## src/bapseq_cfg.svh

```systemverilog
`ifndef BAPSEQ_CFG_SVH
`define BAPSEQ_CFG_SVH

// clock period and permit time unit
`define BAPS_CLK_NS         25
`define BAPS_TICK_NS        1000000

// logging parameter bit positions
`define BAPS_LOG_CMD_BIT    4
`define BAPS_LOG_STATE_BIT  5

// group breaker staging settings
`define BAPS_STAGE_FIRST    16'h0000
`define BAPS_STAGE_ALL      16'h7530

// event codes
`define BAPS_EVT_GRP_CLOSE_CMD  16'h0406
`define BAPS_EVT_GRP_OPEN_CMD   16'h0407
`define BAPS_EVT_GRP_CLOSED     16'h0408
`define BAPS_EVT_GRP_OPEN       16'h0409
`define BAPS_EVT_MNS_CLOSE_CMD  16'h040B
`define BAPS_EVT_MNS_OPEN_CMD   16'h040C
`define BAPS_EVT_MNS_CLOSED     16'h040D
`define BAPS_EVT_MNS_OPEN       16'h040E

`endif

```

## src/bapseq_pkg.sv

```systemverilog
package bapseq_pkg;
  typedef enum logic [1:0] {BAPS_P_IDLE, BAPS_P_WAIT, BAPS_P_DONE} baps_perm_e;
  typedef logic [15:0] baps_evt_t;
endpackage

```

## src/bapseq_permit.sv

```systemverilog
`timescale 1ns/1ps
module bapseq_permit import bapseq_pkg::*; #(
  parameter int TW = 16
) (
  input  wire logic          sys_clk_i,
  input  wire logic          sys_rst_i,
  input  wire logic          tick_i,
  input  wire logic          req_i,
  input  wire logic          skip_i,
  input  wire logic          en_i,
  input  wire logic          permit_i,
  input  wire logic [TW-1:0] limit_i,
  output logic               ready_o,
  output logic               go_o,
  output logic               abandon_o
);
  baps_perm_e    state;
  baps_perm_e    next_state;
  logic [TW-1:0] cnt;
  logic [TW-1:0] next_cnt;
  logic          next_ready;
  logic          next_go;
  logic          next_abandon;

  always_comb begin
    next_state   = state;
    next_cnt     = cnt;
    next_ready   = 1'b0;
    next_go      = 1'b0;
    next_abandon = 1'b0;
    case (state)
      BAPS_P_IDLE: begin
        if (req_i) begin
          if (!en_i || skip_i) begin
            next_go    = 1'b1;
            next_state = BAPS_P_DONE;
          end else begin
            next_ready = 1'b1;
            next_cnt   = '0;
            next_state = BAPS_P_WAIT;
          end
        end
      end
      BAPS_P_WAIT: begin
        if (!req_i) begin
          next_state = BAPS_P_IDLE;
        end else if (permit_i || skip_i) begin
          next_go    = 1'b1;
          next_state = BAPS_P_DONE;
        end else if (limit_i != '0 && cnt >= limit_i) begin
          next_abandon = 1'b1;
          next_state   = BAPS_P_DONE;
        end else begin
          next_ready = 1'b1;
          // saturates, never wraps
          if (tick_i && cnt < limit_i) begin
            next_cnt = cnt + 1'b1;
          end
        end
      end
      default: begin
        // no retry until the request goes away
        if (!req_i) begin
          next_state = BAPS_P_IDLE;
        end
      end
    endcase
  end

  always_ff @(posedge sys_clk_i) begin
    if (sys_rst_i) begin
      state     <= BAPS_P_IDLE;
      cnt       <= '0;
      ready_o   <= 1'b0;
      go_o      <= 1'b0;
      abandon_o <= 1'b0;
    end else begin
      state     <= next_state;
      cnt       <= next_cnt;
      ready_o   <= next_ready;
      go_o      <= next_go;
      abandon_o <= next_abandon;
    end
  end
endmodule

```

## src/bapseq_top.sv

```systemverilog
`timescale 1ns/1ps
`include "bapseq_cfg.svh"
// What this block does
// - mains open: ready, await permit, then open
// - mains open wait skipped in listed cases
// - permit wait timed; zero waits forever
// - mains close: ready, await permit, then close
// - mains close wait skipped in listed cases
// - group open: ready, await permit, then open
// - group open wait skipped in listed cases
// - group close permit skipped only off/manual
// - parallel plant keeps mains closed normally
// - standby: mains opens first, recloses after
// - parallel: group closes before gensets unsynced
// - else group closes synced after genset closes
// - standby group staged by power setting
// - low power warning then close anyway
// - immediate supply closes after first genset
// - log command and state changes by bits
// - export status, command, coil, pulse flags
// - any genset closed from link or input
module bapseq_top import bapseq_pkg::*; #(
  parameter int TW       = 16,
  parameter int PW       = 16,
  parameter int TICK_CYC = `BAPS_TICK_NS / `BAPS_CLK_NS
) (
  input  wire logic          sys_clk_i,
  input  wire logic          sys_rst_i,
  input  wire logic          off_mode_i,
  input  wire logic          manual_mode_i,
  input  wire logic          standby_plant_i,
  input  wire logic          alarms_i,
  input  wire logic          gensets_req_i,
  input  wire logic          prot_trip_i,
  input  wire logic          mains_fail_i,
  input  wire logic          mains_iface_dev_i,
  input  wire logic          transfer_mode_i,
  input  wire logic          load_moved_i,
  input  wire logic          mains_managed_i,
  input  wire logic          mains_syncable_i,
  input  wire logic          mains_closed_fb_i,
  input  wire logic          group_present_i,
  input  wire logic          group_managed_i,
  input  wire logic          group_nosync_ok_i,
  input  wire logic          group_gen_bus_fed_i,
  input  wire logic          gensets_first_i,
  input  wire logic          group_closed_fb_i,
  input  wire logic          plant_can_link_closed_i,
  input  wire logic          other_gensets_closed_in_i,
  input  wire logic          all_gensets_closed_i,
  input  wire logic [PW-1:0] closed_power_i,
  input  wire logic [PW-1:0] stage_setting_i,
  input  wire logic          immediate_supply_in_i,
  input  wire logic [3:0]    permit_en_i,
  input  wire logic          mains_open_permit_in_i,
  input  wire logic          mains_close_permit_in_i,
  input  wire logic          group_open_permit_in_i,
  input  wire logic          group_close_permit_in_i,
  input  wire logic [TW-1:0] mains_open_limit_i,
  input  wire logic [TW-1:0] mains_close_limit_i,
  input  wire logic [TW-1:0] group_open_limit_i,
  input  wire logic [TW-1:0] group_close_limit_i,
  input  wire logic [7:0]    log_cfg_i,
  output logic               mains_ready_open_out_o,
  output logic               mains_ready_close_out_o,
  output logic               group_ready_open_out_o,
  output logic               group_ready_close_out_o,
  output logic               mains_close_cmd_o,
  output logic               mains_close_sync_o,
  output logic               mains_uv_coil_o,
  output logic               mains_open_pulse_o,
  output logic               mains_close_pulse_o,
  output logic               mains_status_o,
  output logic               group_close_cmd_o,
  output logic               group_close_sync_o,
  output logic               group_uv_coil_o,
  output logic               group_open_pulse_o,
  output logic               group_close_pulse_o,
  output logic               group_status_o,
  output logic               any_genset_closed_o,
  output logic               low_power_warning_o,
  output logic               event_valid_o,
  output baps_evt_t          event_code_o
);
  localparam int TCW = $clog2(TICK_CYC + 1);

  logic [TCW-1:0] tick_cnt;
  logic [TCW-1:0] next_tick_cnt;
  logic           tick;
  logic           next_tick;

  // permit time base
  always_comb begin
    next_tick     = 1'b0;
    next_tick_cnt = tick_cnt + 1'b1;
    if (tick_cnt == TCW'(TICK_CYC - 1)) begin
      next_tick_cnt = '0;
      next_tick     = 1'b1;
    end
  end

  always_ff @(posedge sys_clk_i) begin
    if (sys_rst_i) begin
      tick_cnt <= '0;
      tick     <= 1'b0;
    end else begin
      tick_cnt <= next_tick_cnt;
      tick     <= next_tick;
    end
  end

  logic auto_mode;
  logic any_gen;
  logic stage_ok;
  logic nosync_first;
  logic mop_req;
  logic mcl_req;
  logic gop_req;
  logic gcl_req;
  logic mop_skip;
  logic mcl_skip;
  logic gop_skip;
  logic gcl_skip;
  logic mop_go;
  logic mcl_go;
  logic gop_go;
  logic gcl_go;
  logic mains_opened_by_us;
  logic group_closed_by_us;

  assign auto_mode = !off_mode_i && !manual_mode_i;
  assign any_gen   = any_genset_closed_o;

  assign stage_ok = any_gen && (immediate_supply_in_i || stage_setting_i == PW'(`BAPS_STAGE_FIRST)
                    || (stage_setting_i == PW'(`BAPS_STAGE_ALL) ? all_gensets_closed_i
                        : (closed_power_i > stage_setting_i || all_gensets_closed_i)));
  assign nosync_first = group_nosync_ok_i && !any_gen && !group_gen_bus_fed_i && !gensets_first_i;

  assign mop_req = mains_managed_i && mains_close_cmd_o && auto_mode
                   && (prot_trip_i || (standby_plant_i ? gensets_req_i
                       : ((mains_fail_i && mains_iface_dev_i) || (transfer_mode_i && load_moved_i))));
  assign mcl_req = mains_managed_i && !mains_close_cmd_o && auto_mode && !prot_trip_i
                   && (standby_plant_i
                       ? (!gensets_req_i && (mains_syncable_i || (group_present_i ? !group_closed_fb_i : !any_gen)))
                       : !(mains_fail_i && mains_iface_dev_i) && !(transfer_mode_i && load_moved_i));
  assign gcl_req = group_present_i && group_managed_i && !group_close_cmd_o && auto_mode && gensets_req_i
                   && !alarms_i && (standby_plant_i ? (!mains_closed_fb_i && stage_ok) : (nosync_first || any_gen));
  // synced mains goes back first
  assign gop_req = group_present_i && group_managed_i && group_close_cmd_o
                   && (off_mode_i || (auto_mode && (prot_trip_i || alarms_i
                       || (!gensets_req_i && (!standby_plant_i || !mains_syncable_i || mains_closed_fb_i)))));

  assign mop_skip = !auto_mode || !group_present_i || group_closed_fb_i || prot_trip_i;
  assign mcl_skip = !auto_mode || alarms_i || (!gensets_req_i && !mains_opened_by_us);
  assign gop_skip = !auto_mode || prot_trip_i || alarms_i || (!gensets_req_i && !group_closed_by_us);
  assign gcl_skip = !auto_mode;

  bapseq_permit #(.TW(TW)) u_mop (
    .sys_clk_i (sys_clk_i),
    .sys_rst_i (sys_rst_i),
    .tick_i    (tick),
    .req_i     (mop_req),
    .skip_i    (mop_skip),
    .en_i      (permit_en_i[0]),
    .permit_i  (mains_open_permit_in_i),
    .limit_i   (mains_open_limit_i),
    .ready_o   (mains_ready_open_out_o),
    .go_o      (mop_go),
    .abandon_o ()
  );

  bapseq_permit #(.TW(TW)) u_mcl (
    .sys_clk_i (sys_clk_i),
    .sys_rst_i (sys_rst_i),
    .tick_i    (tick),
    .req_i     (mcl_req),
    .skip_i    (mcl_skip),
    .en_i      (permit_en_i[1]),
    .permit_i  (mains_close_permit_in_i),
    .limit_i   (mains_close_limit_i),
    .ready_o   (mains_ready_close_out_o),
    .go_o      (mcl_go),
    .abandon_o ()
  );

  bapseq_permit #(.TW(TW)) u_gop (
    .sys_clk_i (sys_clk_i),
    .sys_rst_i (sys_rst_i),
    .tick_i    (tick),
    .req_i     (gop_req),
    .skip_i    (gop_skip),
    .en_i      (permit_en_i[2]),
    .permit_i  (group_open_permit_in_i),
    .limit_i   (group_open_limit_i),
    .ready_o   (group_ready_open_out_o),
    .go_o      (gop_go),
    .abandon_o ()
  );

  bapseq_permit #(.TW(TW)) u_gcl (
    .sys_clk_i (sys_clk_i),
    .sys_rst_i (sys_rst_i),
    .tick_i    (tick),
    .req_i     (gcl_req),
    .skip_i    (gcl_skip),
    .en_i      (permit_en_i[3]),
    .permit_i  (group_close_permit_in_i),
    .limit_i   (group_close_limit_i),
    .ready_o   (group_ready_close_out_o),
    .go_o      (gcl_go),
    .abandon_o ()
  );

  logic next_mcmd;
  logic next_gcmd;
  logic next_msync;
  logic next_gsync;
  logic next_m_by_us;
  logic next_g_by_us;

  // breaker commands; go pulses act only on the state they were asked from
  always_comb begin
    next_mcmd    = mains_close_cmd_o;
    next_gcmd    = group_close_cmd_o;
    next_msync   = mains_close_sync_o;
    next_gsync   = group_close_sync_o;
    next_m_by_us = mains_opened_by_us;
    next_g_by_us = group_closed_by_us;
    if (mop_go && mains_close_cmd_o) begin
      next_mcmd    = 1'b0;
      next_m_by_us = auto_mode;
    end else if (mcl_go && !mains_close_cmd_o) begin
      next_mcmd    = 1'b1;
      next_msync   = mains_syncable_i && group_closed_fb_i;
      next_m_by_us = 1'b0;
    end
    if (gop_go && group_close_cmd_o) begin
      next_gcmd    = 1'b0;
      next_g_by_us = 1'b0;
    end else if (gcl_go && !group_close_cmd_o) begin
      next_gcmd    = 1'b1;
      next_gsync   = !standby_plant_i && !nosync_first;
      next_g_by_us = auto_mode;
    end
  end

  always_ff @(posedge sys_clk_i) begin
    if (sys_rst_i) begin
      mains_close_cmd_o   <= 1'b0;
      group_close_cmd_o   <= 1'b0;
      mains_close_sync_o  <= 1'b0;
      group_close_sync_o  <= 1'b0;
      mains_opened_by_us  <= 1'b0;
      group_closed_by_us  <= 1'b0;
      mains_uv_coil_o     <= 1'b0;
      group_uv_coil_o     <= 1'b0;
      mains_open_pulse_o  <= 1'b0;
      mains_close_pulse_o <= 1'b0;
      group_open_pulse_o  <= 1'b0;
      group_close_pulse_o <= 1'b0;
      mains_status_o      <= 1'b0;
      group_status_o      <= 1'b0;
    end else begin
      mains_close_cmd_o   <= next_mcmd;
      group_close_cmd_o   <= next_gcmd;
      mains_close_sync_o  <= next_msync;
      group_close_sync_o  <= next_gsync;
      mains_opened_by_us  <= next_m_by_us;
      group_closed_by_us  <= next_g_by_us;
      mains_uv_coil_o     <= next_mcmd;
      group_uv_coil_o     <= next_gcmd;
      mains_open_pulse_o  <= mains_close_cmd_o && !next_mcmd;
      mains_close_pulse_o <= !mains_close_cmd_o && next_mcmd;
      group_open_pulse_o  <= group_close_cmd_o && !next_gcmd;
      group_close_pulse_o <= !group_close_cmd_o && next_gcmd;
      mains_status_o      <= mains_closed_fb_i;
      group_status_o      <= group_closed_fb_i;
    end
  end

  logic      mcmd_q;
  logic      gcmd_q;
  logic      mfb_q;
  logic      gfb_q;
  logic      next_mcmd_q;
  logic      next_gcmd_q;
  logic      next_mfb_q;
  logic      next_gfb_q;
  logic      next_ev;
  baps_evt_t next_code;

  // event logging
  // one change per cycle; the others wait, but a change undone while waiting is not logged
  always_comb begin
    next_mcmd_q = mcmd_q;
    next_gcmd_q = gcmd_q;
    next_mfb_q  = mfb_q;
    next_gfb_q  = gfb_q;
    next_ev     = 1'b0;
    next_code   = event_code_o;
    if (mains_close_cmd_o != mcmd_q) begin
      next_mcmd_q = mains_close_cmd_o;
      next_ev     = log_cfg_i[`BAPS_LOG_CMD_BIT];
      next_code   = mains_close_cmd_o ? `BAPS_EVT_MNS_CLOSE_CMD : `BAPS_EVT_MNS_OPEN_CMD;
    end else if (group_close_cmd_o != gcmd_q) begin
      next_gcmd_q = group_close_cmd_o;
      next_ev     = log_cfg_i[`BAPS_LOG_CMD_BIT];
      next_code   = group_close_cmd_o ? `BAPS_EVT_GRP_CLOSE_CMD : `BAPS_EVT_GRP_OPEN_CMD;
    end else if (mains_status_o != mfb_q) begin
      next_mfb_q = mains_status_o;
      next_ev    = log_cfg_i[`BAPS_LOG_STATE_BIT];
      next_code  = mains_status_o ? `BAPS_EVT_MNS_CLOSED : `BAPS_EVT_MNS_OPEN;
    end else if (group_status_o != gfb_q) begin
      next_gfb_q = group_status_o;
      next_ev    = log_cfg_i[`BAPS_LOG_STATE_BIT];
      next_code  = group_status_o ? `BAPS_EVT_GRP_CLOSED : `BAPS_EVT_GRP_OPEN;
    end
  end

  always_ff @(posedge sys_clk_i) begin
    if (sys_rst_i) begin
      mcmd_q        <= 1'b0;
      gcmd_q        <= 1'b0;
      mfb_q         <= 1'b0;
      gfb_q         <= 1'b0;
      event_valid_o <= 1'b0;
      event_code_o  <= '0;
    end else begin
      mcmd_q        <= next_mcmd_q;
      gcmd_q        <= next_gcmd_q;
      mfb_q         <= next_mfb_q;
      gfb_q         <= next_gfb_q;
      event_valid_o <= next_ev;
      event_code_o  <= next_code;
    end
  end

  logic next_any;
  logic next_warn;

  always_comb begin
    next_any  = plant_can_link_closed_i || other_gensets_closed_in_i;
    next_warn = low_power_warning_o;
    if (standby_plant_i && gcl_req && all_gensets_closed_i && !immediate_supply_in_i
        && stage_setting_i != PW'(`BAPS_STAGE_FIRST) && stage_setting_i != PW'(`BAPS_STAGE_ALL)
        && closed_power_i <= stage_setting_i) begin
      next_warn = 1'b1;
    end else if (!gensets_req_i) begin
      next_warn = 1'b0;
    end
  end

  always_ff @(posedge sys_clk_i) begin
    if (sys_rst_i) begin
      any_genset_closed_o <= 1'b0;
      low_power_warning_o <= 1'b0;
    end else begin
      any_genset_closed_o <= next_any;
      low_power_warning_o <= next_warn;
    end
  end
endmodule

```

## config.mk

```make
export PLATFORM = sky130hd
export DESIGN_NAME = bapseq_top
export DESIGN_NICKNAME = d
export VERILOG_FILES = /design/src/bapseq_pkg.sv /design/src/bapseq_permit.sv /design/src/bapseq_top.sv
export VERILOG_INCLUDE_DIRS = /design/src
export SDC_FILE = /design/constraint.sdc
export NUM_CORES = 1
export LEC_CHECK = 0
export BUFFER_PORTS_ARGS = -buffer_cell sky130_fd_sc_hd__clkbuf_2
export CAP_MARGIN = 20
export CORE_ASPECT_RATIO = 2
export CORE_MARGIN = 2
export CORE_UTILIZATION = 42
export CTS_BUF_LIST = sky130_fd_sc_hd__clkbuf_4 sky130_fd_sc_hd__clkbuf_8
export CTS_CLUSTER_DIAMETER = 120
export DETAILED_ROUTE_END_ITERATION = 10
export GPL_TIMING_DRIVEN = 0
export SLEW_MARGIN = 30
export SYNTH_ARGS = -nofsm -noshare
export SYNTH_HDL_FRONTEND = slang
export SYNTH_HIERARCHICAL = 1
export SYNTH_SLANG_ARGS = --single-unit
export TNS_END_PERCENT = 5
```

## constraint.sdc

```tcl
create_clock -name sys_clk_i -period 9.3 [get_ports sys_clk_i]
set_clock_uncertainty 0.05 [all_clocks]
set_input_delay 1.86 -clock sys_clk_i [delete_from_list [all_inputs] [get_ports sys_clk_i]]
set_output_delay 1.86 -clock sys_clk_i [all_outputs]
set_load 0.03 [all_outputs]
```

Word level (Yosys, flattened, before mapping)
Index checks and enable logic that the tools add are counted.

storage, ports and cells
  flip-flop bits (word level) = 132
  word-level logic and storage cells = 369
  output and inout bits = 35
  bits of input ports = 137

operators by class
  order comparisons = 10
  add/sub/neg operators = 5
  reduce and logical (&&, ||, !) cells = 141
  bitwise operators = 5
  muxes and demuxes = 126
  equality and inequality tests = 44

operators by type and width
  cell                                                     count
  2-to-1 mux 16 bit                                        28
  case mux 16 bit (2 select lines)                         4
  adder 16 x 1 -> 16 bit, second input constant            5
  nonzero test 16 bit                                      5
  greater-or-equal comparator 16 bit                       4
  < comparator 16 bit                                      4
  2-to-1 mux 1 bit                                         56
  logical AND 1 bit                                        53
  2-to-1 mux 2 bit                                         25
  logical OR 1 bit                                         29
  logical NOT 1 bit                                        28
  inequality test 2 bit, second input constant             14
  AND reduction 7 bit                                      4
  inequality test 2 x 1 -> 1 bit, second input constant    11
  equality test 16 x 15 -> 1 bit, second input constant    1
  equality test 16 bit, second input constant              1
  greater-than comparator 16 bit                           1
  <= comparator 16 bit                                     1
  logical NOT 16 bit                                       1
  inequality test 16 x 15 -> 1 bit, second input constant  1
  case mux 1 bit (2 select lines)                          8
  case mux 2 bit (2 select lines)                          4
  AND reduction 3 bit                                      5
  inequality test 4 bit, second input constant             3
  other kinds (13)                                         35

Logic depth before layout (Yosys ltp)
Gate-level depths: netlist (run 1).

  word-level depth = 15
  mapped depth = 15
  mapped depth without buffers = 14

Hierarchy
Netlist (run 1), hierarchy kept.

modules (own cells, without submodules)
  module         instances  cells an instance  sequential area each (um^2)  area an instance (um^2)
  bapseq_permit  4          194                420.4                        1551.5
  bapseq_top     1          296                820.8                        2432.3

Least setup slack after synthesis (run 1)
No wires, ideal clock.

  kind = input-to-reg
  from = in stage_setting_i[14]
  to = reg u_gcl.cnt[3]
  stages = 15
  setup time = 0.087 ns
  required time = 9.163 ns
  setup slack = 4.980 ns
  arrival time = 4.183 ns
  buffers on the path = 1
  cell sequence = inv_1 > ha_1 > a21oi_1 > nand2_1 > a221o_2 > a211oi_1 > o22ai_1 > nand3b_1 > a21oi_1 > nor2_1 > nor2_4 > a21oi_2 > buf_6 > o21ai_1 > o31ai_1

between the ends
  longest elaborated chain between the ends = 10
  elaborated cells on any way between the ends = 14
  classes of those cells = order compare: 1; eq/ne: 3; mux: 2; reduce/logical: 8

RTL lines
  element                                 RTL line             text
  start, declared                         bapseq_top.sv:52     input wire logic [PW-1:0] stage_setting_i,
  greater-than comparator 16 bit          bapseq_top.sv:136    : (closed_power_i > stage_setting_i || all_gensets_closed_i)));
  logical OR 1 bit                        bapseq_top.sv:136
  2-to-1 mux 1 bit                        bapseq_top.sv:135    || (stage_setting_i == PW'(`BAPS_STAGE_ALL) ? all_gensets_closed_i
  logical OR 1 bit *                      bapseq_top.sv:134    assign stage_ok = any_gen && (immediate_supply_in_i || stage_setting_i == PW'(`BAPS_STAGE_FIRST)
  logical AND 1 bit *                     bapseq_top.sv:134
  logical AND 1 bit *                     bapseq_top.sv:147    && !alarms_i && (standby_plant_i ? (!mains_closed_fb_i && stage_ok) : (nosync_first || any_gen));
  2-to-1 mux 1 bit *                      bapseq_top.sv:147
  logical AND 1 bit *                     bapseq_top.sv:147
  net gcl_req                             bapseq_top.sv:119    logic gcl_req;
  inequality test 2 bit (no source line)  -
  AND reduction 7 bit (no source line) *  -
  end signal, assigned                    bapseq_permit.sv:79  cnt <= next_cnt;
  end, declared                           bapseq_permit.sv:19  logic [TW-1:0] cnt;

The timed path passes the listed nets; every way through them passes the cells marked *.
A chain may end at the register's enable or synchronous reset.

Worst setup path after layout (run 1)
  from = in stage_setting_i[1]
  to = reg u_gcl.cnt[7]

Same word-level chain as after synthesis.

==> results of run 1 <==
==> where the power goes <==
group | switching, mW | internal, mW | leakage, nW
clock network | 0.236 | 0.301 | 0.216
logic | 0.0838 | 0.0589 | 3.36
registers | 0.00408 | 0.523 | 0.977
total | 0.323 | 0.883 | 4.56
==> sequential cells by signal (all words and copies together), names as in the netlist, 2 cells and up <==
register	count
tick_cnt	16
u_gcl/state	2
u_mop/state	2
u_mop/cnt	16
u_gop/state	2
u_gcl/cnt	16
u_gop/cnt	16
u_mcl/cnt	16
u_mcl/state	2
event_code_o	5
==> worst max path at each step <==
stage | from | to | slack, ps | cells past startpoint
finish | stage_setting_i[1] | u_gcl/cnt[7] | 4790 | 13
global route | stage_setting_i[7] | u_gcl/cnt[14] | 4560 | 16
CTS | stage_setting_i[1] | u_gcl/cnt[7] | 4800 | 13
detailed placement | stage_setting_i[1] | u_gcl/cnt[7] | 4330 | 13
global placement | manual_mode_i | u_gcl/cnt[7] | 4380 | 13
floorplan | stage_setting_i[14] | u_gcl/cnt[3] | 4980 | 15
==> per-layer routing <==
| metal | track usage [%] | share of wire [%] |
|---|---|---|
| met1 | 21.14 | 36 |
| met2 | 45.99 | 57 |
| met3 | 3.263 | 2.8 |
| met4 | 13.57 | 4.9 |
| met5 | 0 | 0 |
==> metrics by stage <==
stage / util, % / hold WS [ps] / worst slack (ps) / instance area, um2 / power (mW)
after global placement: 48.54 / 395.0 / 4382 / 9664 / 0.6813
after global routing: 50.78 / 445.1 / 4556 / 10110 / 1.260
after detailed placement: 48.54 / 404.9 / 4329 / 9664 / 0.6829
after floorplan: - / 375.0 / 4980 / 8571 / 0.6219
final: 50.78 / 421.6 / 4793 / 10110 / 1.207
after CTS: 50.77 / 422.3 / 4803 / 10110 / 1.224
==> cell type report <==
cell class | count | area share [%]
Inverter | 99 | 3.675
Tap cell | 262 | 3.242
Multi-Input combinational cell | 817 | 54.70
Sequential cell | 121 | 23.96
Clock inverter | 14 | 1.943
Clock buffer | 18 | 2.450
Timing Repair Buffer | 153 | 7.573
Antenna cell | 1 | 0.02475
Buffer | 37 | 2.438
==> PnR_summary.wiki, run 1 <==
{| class="wikitable"
! Metric !! Value
|-
| Status || finished clean
|-
| Required time worst endpoint || 9570 ps
|-
| Worst-Margin Slew || 758.8 ps
|-
| Hold WC Path Type || reg2reg
|-
| DRC || 0
|-
| Number of ports placed on the die boundary || 172
|-
| Period minus WS final || 4507 ps
|-
| Global routing usage summed across all routing layers || 22.86%
|-
| Post-synthesis instance area || 8533 um2
|-
| Cell Count Post-Placement || 1489
|-
| Setup repair after global routing missed its margin || false
|-
| Number of global-route vias before repair || 8253
|-
| Cell occurring most often along the worst timing path || nor4_1
|-
| Worst max-slew margin expressed relative to the limit || 48.95%
|-
| Number of buffers inserted to repair setup after CTS || 0
|-
| Floorplan row count || 73
|-
| Fillcell total || 2131
|-
| Number of endpoints with negative hold slack in the final report || 0
|-
| Startpoint class of the critical path || input port
|-
| Antenna viol nets, final || 0
|-
| Via count || 8447
|-
| Yosys warning total || 6
|-
| Max-cap check violation count || 0
|-
| Share of the cycle needed by the critical path after routing || 48.46%
|-
| Slowest Stage Delay on Critical Path || 520 ps
|-
| First-pass DRT Iterations || 5
|-
| Routed WL || 24830 um
|-
| TritonCTS Buffers || 17
|-
| Floorplan core area || 19910 um2
|-
| Number of gates given a new drive strength after cts || 0
|-
| Synthesized area per cell || 8.020 um2
|-
| Cell depth of the worst hold path || 1
|-
| Syn-to-layout area delta || 18.49%
|-
| Horiz. Die Dim || 104.8 um
|-
| Initial antenna violation count || 1
|-
| R2R Path Start || group_uv_coil_o
|-
| Kind of end point of the critical path || register
|-
| Clock tree from TritonCTS || done
|-
| Number of cells produced by synthesis || 1064
|-
| First-pass GRT wire length || 39240 um
|-
| Starting utilization of the core area || 42.86%
|-
| Register-to-register setup slack || 6000 ps
|-
| Area of the multi-input gates || 5530 um2
|-
| Critical Path, Cell by Cell || clkbuf_2 -> nor4_1 -> nand4_1 -> o311a_1 -> nor2b_1 -> o22ai_1 -> nand3b_1 -> nor4_1 -> or2_2 -> a21oi_2 -> buf_6 -> o21ai_2 -> o41ai_2
|-
| Post-DR wirelength/cell || 16.31 um
|-
| Cell type of the slowest stage on the worst timing path || nor4_1
|-
| Total area of sequential cells || 2422 um2
|-
| Port buffer count || 153
|-
| Most common cell after layout, fill and taps aside || clkbuf_2
|-
| Gp weighted congestion || 0.8779
|-
| Largest vdd supply drop || 0.00007344 V
|-
| 1st-iter DRT viols || 273
|-
| Final setup viols || 0
|-
| Register-to-Register Path Depth || 13
|-
| Gr ovfl total || 0
|-
| Type of the setup path with the least slack || in2reg
|-
| Worst path buffer plus inverter count || 2
|-
| Ratio of total power to cell area || 119.4 nW/um2
|-
| Worst R2R End || u_gcl/cnt[7]
|-
| Master cell of the clock root buffer || clkbuf_8
|-
| Worst Hold End || tick_cnt[0]
|-
| Critical path arrival || 4780 ps
|-
| Top library cells by usage in the layout, fill and taps aside || 154 x clkbuf_2, 121 x dfxtp_1, 114 x nor2_1
|-
| Largest net degree at the start of global routing || 26
|-
| Detail Placement HPWL || 20250 um
|-
| Filler-free cell count of the finished design || 1522
|-
| Beginning of the worst hold path || tick_cnt[0]
|-
| Count of clock tree sinks || 121
|-
| Deepest clock path buffer count || 2
|-
| Via density || 5.550
|-
| Final sum of negative setup slack || 0 ps
|-
| P_leak || 4.555 nW
|-
| Share of cells above drive strength 1 || 22.32%
|-
| Clk Latency, worst-skew pair || 440 ps
|-
| Post-CTS clock slew at the launch and capture registers of the worst setup and hold paths || 80 ps
|-
| Kind of cell adding the most delay to the critical path || simple AND/OR/NAND/NOR gates
|-
| Net count of the finished layout || 1469
|-
| Cts-stage hold buffer count || 0
|-
| Die Height || 205.6 um
|-
| Maximum clock rate || 0.2219 GHz
|-
| Area of the die || 21540 um2
|-
| Largest fanout on the critical path || 10
|-
| Slew Limit Fails || 0
|-
| H-Tree Level Count || 4
|}
Note: power is estimated with default switching activity, not from simulation.
==> run 2, diff against run 1 <==
--- a/config.mk
+++ b/config.mk
@@ -6,6 +6,7 @@
 export SDC_FILE = /design/constraint.sdc
 export NUM_CORES = 1
 export LEC_CHECK = 0
+export ABC_AREA = 1
 export BUFFER_PORTS_ARGS = -buffer_cell sky130_fd_sc_hd__clkbuf_2
 export CAP_MARGIN = 20
 export CORE_ASPECT_RATIO = 2
==> constraint.sdc (replaced) <==
create_clock -name sys_clk_i -period 4.15 [get_ports sys_clk_i]
set_clock_uncertainty 0.05 [all_clocks]
set_input_delay 0.83 -clock sys_clk_i [delete_from_list [all_inputs] [get_ports sys_clk_i]]
set_output_delay 0.83 -clock sys_clk_i [all_outputs]
set_load 0.03 [all_outputs]
==> run 2 against run 1 <==
Die area up 10%. Clock power up 110%. Critical endpoint is now u_gcl/cnt[12]. Hold slack worse by 25 ps. Via count up 17%. Non-clock buffer count up 8.
==> PnR_summary.wiki, run 2 <==
{| class="wikitable"
! Metric !! Value
|-
| Most common cell after layout, fill and taps aside || nand2_1
|-
| Floorplan core area || 22060 um2
|-
| Top library cells by usage in the layout, fill and taps aside || 264 x nand2_1, 225 x inv_1, 178 x nor2_1
|-
| Cell area after layout || 11020 um2
|-
| Cell Count Post-Placement || 1891
|-
| Cell type of the slowest stage on the worst timing path || nor2_2
|-
| First-pass GRT wire length || 45150 um
|-
| Starting utilization of the core area || 42.78%
|-
| Cts-stage hold buffer count || 0
|-
| Cell occurring most often along the worst timing path || nand2_1
|-
| Setup slack of the critical path after layout || 1213 ps
|-
| Antenna viol nets, final || 0
|-
| Deepest clock path buffer count || 2
|-
| Post-synthesis instance area || 9438 um2
|-
| Critical path launch point || manual_mode_i
|-
| Required time worst endpoint || 4430 ps
|-
| Clock tree from TritonCTS || done
|-
| Slowest Stage Delay on Critical Path || 230 ps
|-
| Tot Pwr || 4.548 mW
|-
| Worst max-slew margin expressed relative to the limit || 58.25%
|-
| Post-DR wirelength/cell || 14.43 um
|-
| Synthesized area per cell || 6.504 um2
|-
| Clk Latency, worst-skew pair || 460 ps
|-
| Startpoint class of the critical path || input port
|-
| Via count || 9888
|-
| H-Tree Level Count || 4
|-
| TritonCTS Buffers || 17
|-
| Initial antenna violation count || 0
|-
| Worst-case setup slack after placement || 734.0 ps
|-
| Share of the cycle needed by the critical path after routing || 70.77%
|-
| Detail Placement HPWL || 23010 um
|-
| Largest vdd supply drop || 0.0002586 V
|-
| DRC || 0
|-
| Number of endpoints with negative hold slack in the final report || 0
|-
| ANT cells || 0
|-
| Type of the setup path with the least slack || in2reg
|-
| Hold WC Path Type || reg2reg
|-
| Area post-placement || 10590 um2
|-
| 1st-iter DRT viols || 430
|-
| Fillcell total || 2361
|-
| Status || finished clean
|-
| Final core area utilization || 49.93%
|-
| Kind of end point of the critical path || register
|-
| Final setup viols || 0
|-
| Yosys warning total || 6
|-
| Number of ports placed on the die boundary || 172
|-
| Number of buffers inserted to repair setup after CTS || 0
|-
| Global routing usage summed across all routing layers || 24.27%
|-
| Kind of cell adding the most delay to the critical path || simple AND/OR/NAND/NOR gates
|-
| Ratio of total power to cell area || 412.8 nW/um2
|-
| P_leak || 5.308 nW
|-
| Post-CTS clock slew at the launch and capture registers of the worst setup and hold paths || 80 ps
|-
| Routed WL || 27750 um
|-
| Critical path arrival || 3210 ps
|-
| Gr ovfl total || 0
|-
| Horiz. Die Dim || 110.0 um
|-
| Floorplan row count || 77
|-
| Port buffer count || 154
|-
| Period minus WS final || 2937 ps
|-
| Final hold slack || 396.1 ps
|-
| Number of global-route vias before repair || 9729
|-
| Number of gates given a new drive strength after cts || 0
|-
| Filler-free cell count of the finished design || 1923
|-
| Syn-to-layout area delta || 16.72%
|-
| Net count of the finished layout || 1857
|-
| Setup repair after global routing missed its margin || false
|-
| Count of clock tree sinks || 121
|-
| Final sum of negative setup slack || 0 ps
|-
| Max-cap check violation count || 0
|-
| Maximum clock rate || 0.3405 GHz
|-
| Worst-Margin Slew || 626.3 ps
|-
| Die Height || 216.0 um
|-
| First-pass DRT Iterations || 5
|-
| Largest fanout on the critical path || 9
|-
| Via density || 5.142
|-
| Slew Limit Fails || 0
|-
| Share of cells above drive strength 1 || 18.82%
|-
| Largest net degree at the start of global routing || 17
|-
| Gp weighted congestion || 0.9281
|-
| Worst path buffer plus inverter count || 3
|-
| Master cell of the clock root buffer || clkbuf_8
|-
| R2R Path Start || any_genset_closed_o
|-
| Critical Path, Cell by Cell || clkbuf_2 -> nor2_2 -> inv_1 -> nor2_1 -> nand2_1 -> nor3_1 -> nand2_1 -> a21oi_1 -> inv_1 -> nor2_1 -> nand2_1 -> nor2_1 -> nand2_2 -> nand2_4 -> nand2_1 -> nand2_1 -> a21oi_1
|-
| Area of the die || 23760 um2
|-
| Number of cells produced by synthesis || 1451
|-
| Beginning of the worst hold path || u_gop/go_o
|}
-- run 2: layout make-up --
type | count | area, um2 | share of cell area (%)
Buffer | 44 | 325.3 | 2.953
Clock buffer | 19 | 255.2 | 2.317
Clock inverter | 13 | 168.9 | 1.533
Inverter | 247 | 927.1 | 8.417
Multi-Input combinational cell | 1049 | 5801 | 52.66
Sequential cell | 121 | 2422 | 21.99
Tap cell | 276 | 345.3 | 3.135
Timing Repair Buffer | 154 | 770.7 | 6.997
-- run 2: worst paths after layout --
check | end | slack (ps) | depth (start not counted)
max | u_gcl/cnt[12] | 1210 | 17
min reg2reg | group_open_pulse_o | 400 | 2
max reg2reg | u_gcl/cnt[12] | 1810 | 14
min | group_open_pulse_o | 400 | 2
-- run 2: metal layers --
| layer | vias to the layer above | routed length [um] | GRT usage [%] |
|---|---|---|---|
| met5 | - | 0 | 0 |
| met4 | 0 | 1425 | 12.91 |
| met3 | 89 | 1171 | 4.712 |
| met2 | 271 | 15670 | 47.61 |
| met1 | 4420 | 9488 | 22.12 |
| li1 | 5108 | - | - |
-- run 2: tightest hold or removal path, delay by kind of cell, from the launching register on --
kind / cells / cell delay [ps]
and+or+nand+nor: 1 / 40
DFF: 1 / 310
buffers and inverters: 1 / 60
-- run 2: power by group --
part	internal, mW	switching [mW]
Combinational	0.672	1.17
Clock	0.621	0.527
Sequential	1.33	0.233
Total	2.62	1.92
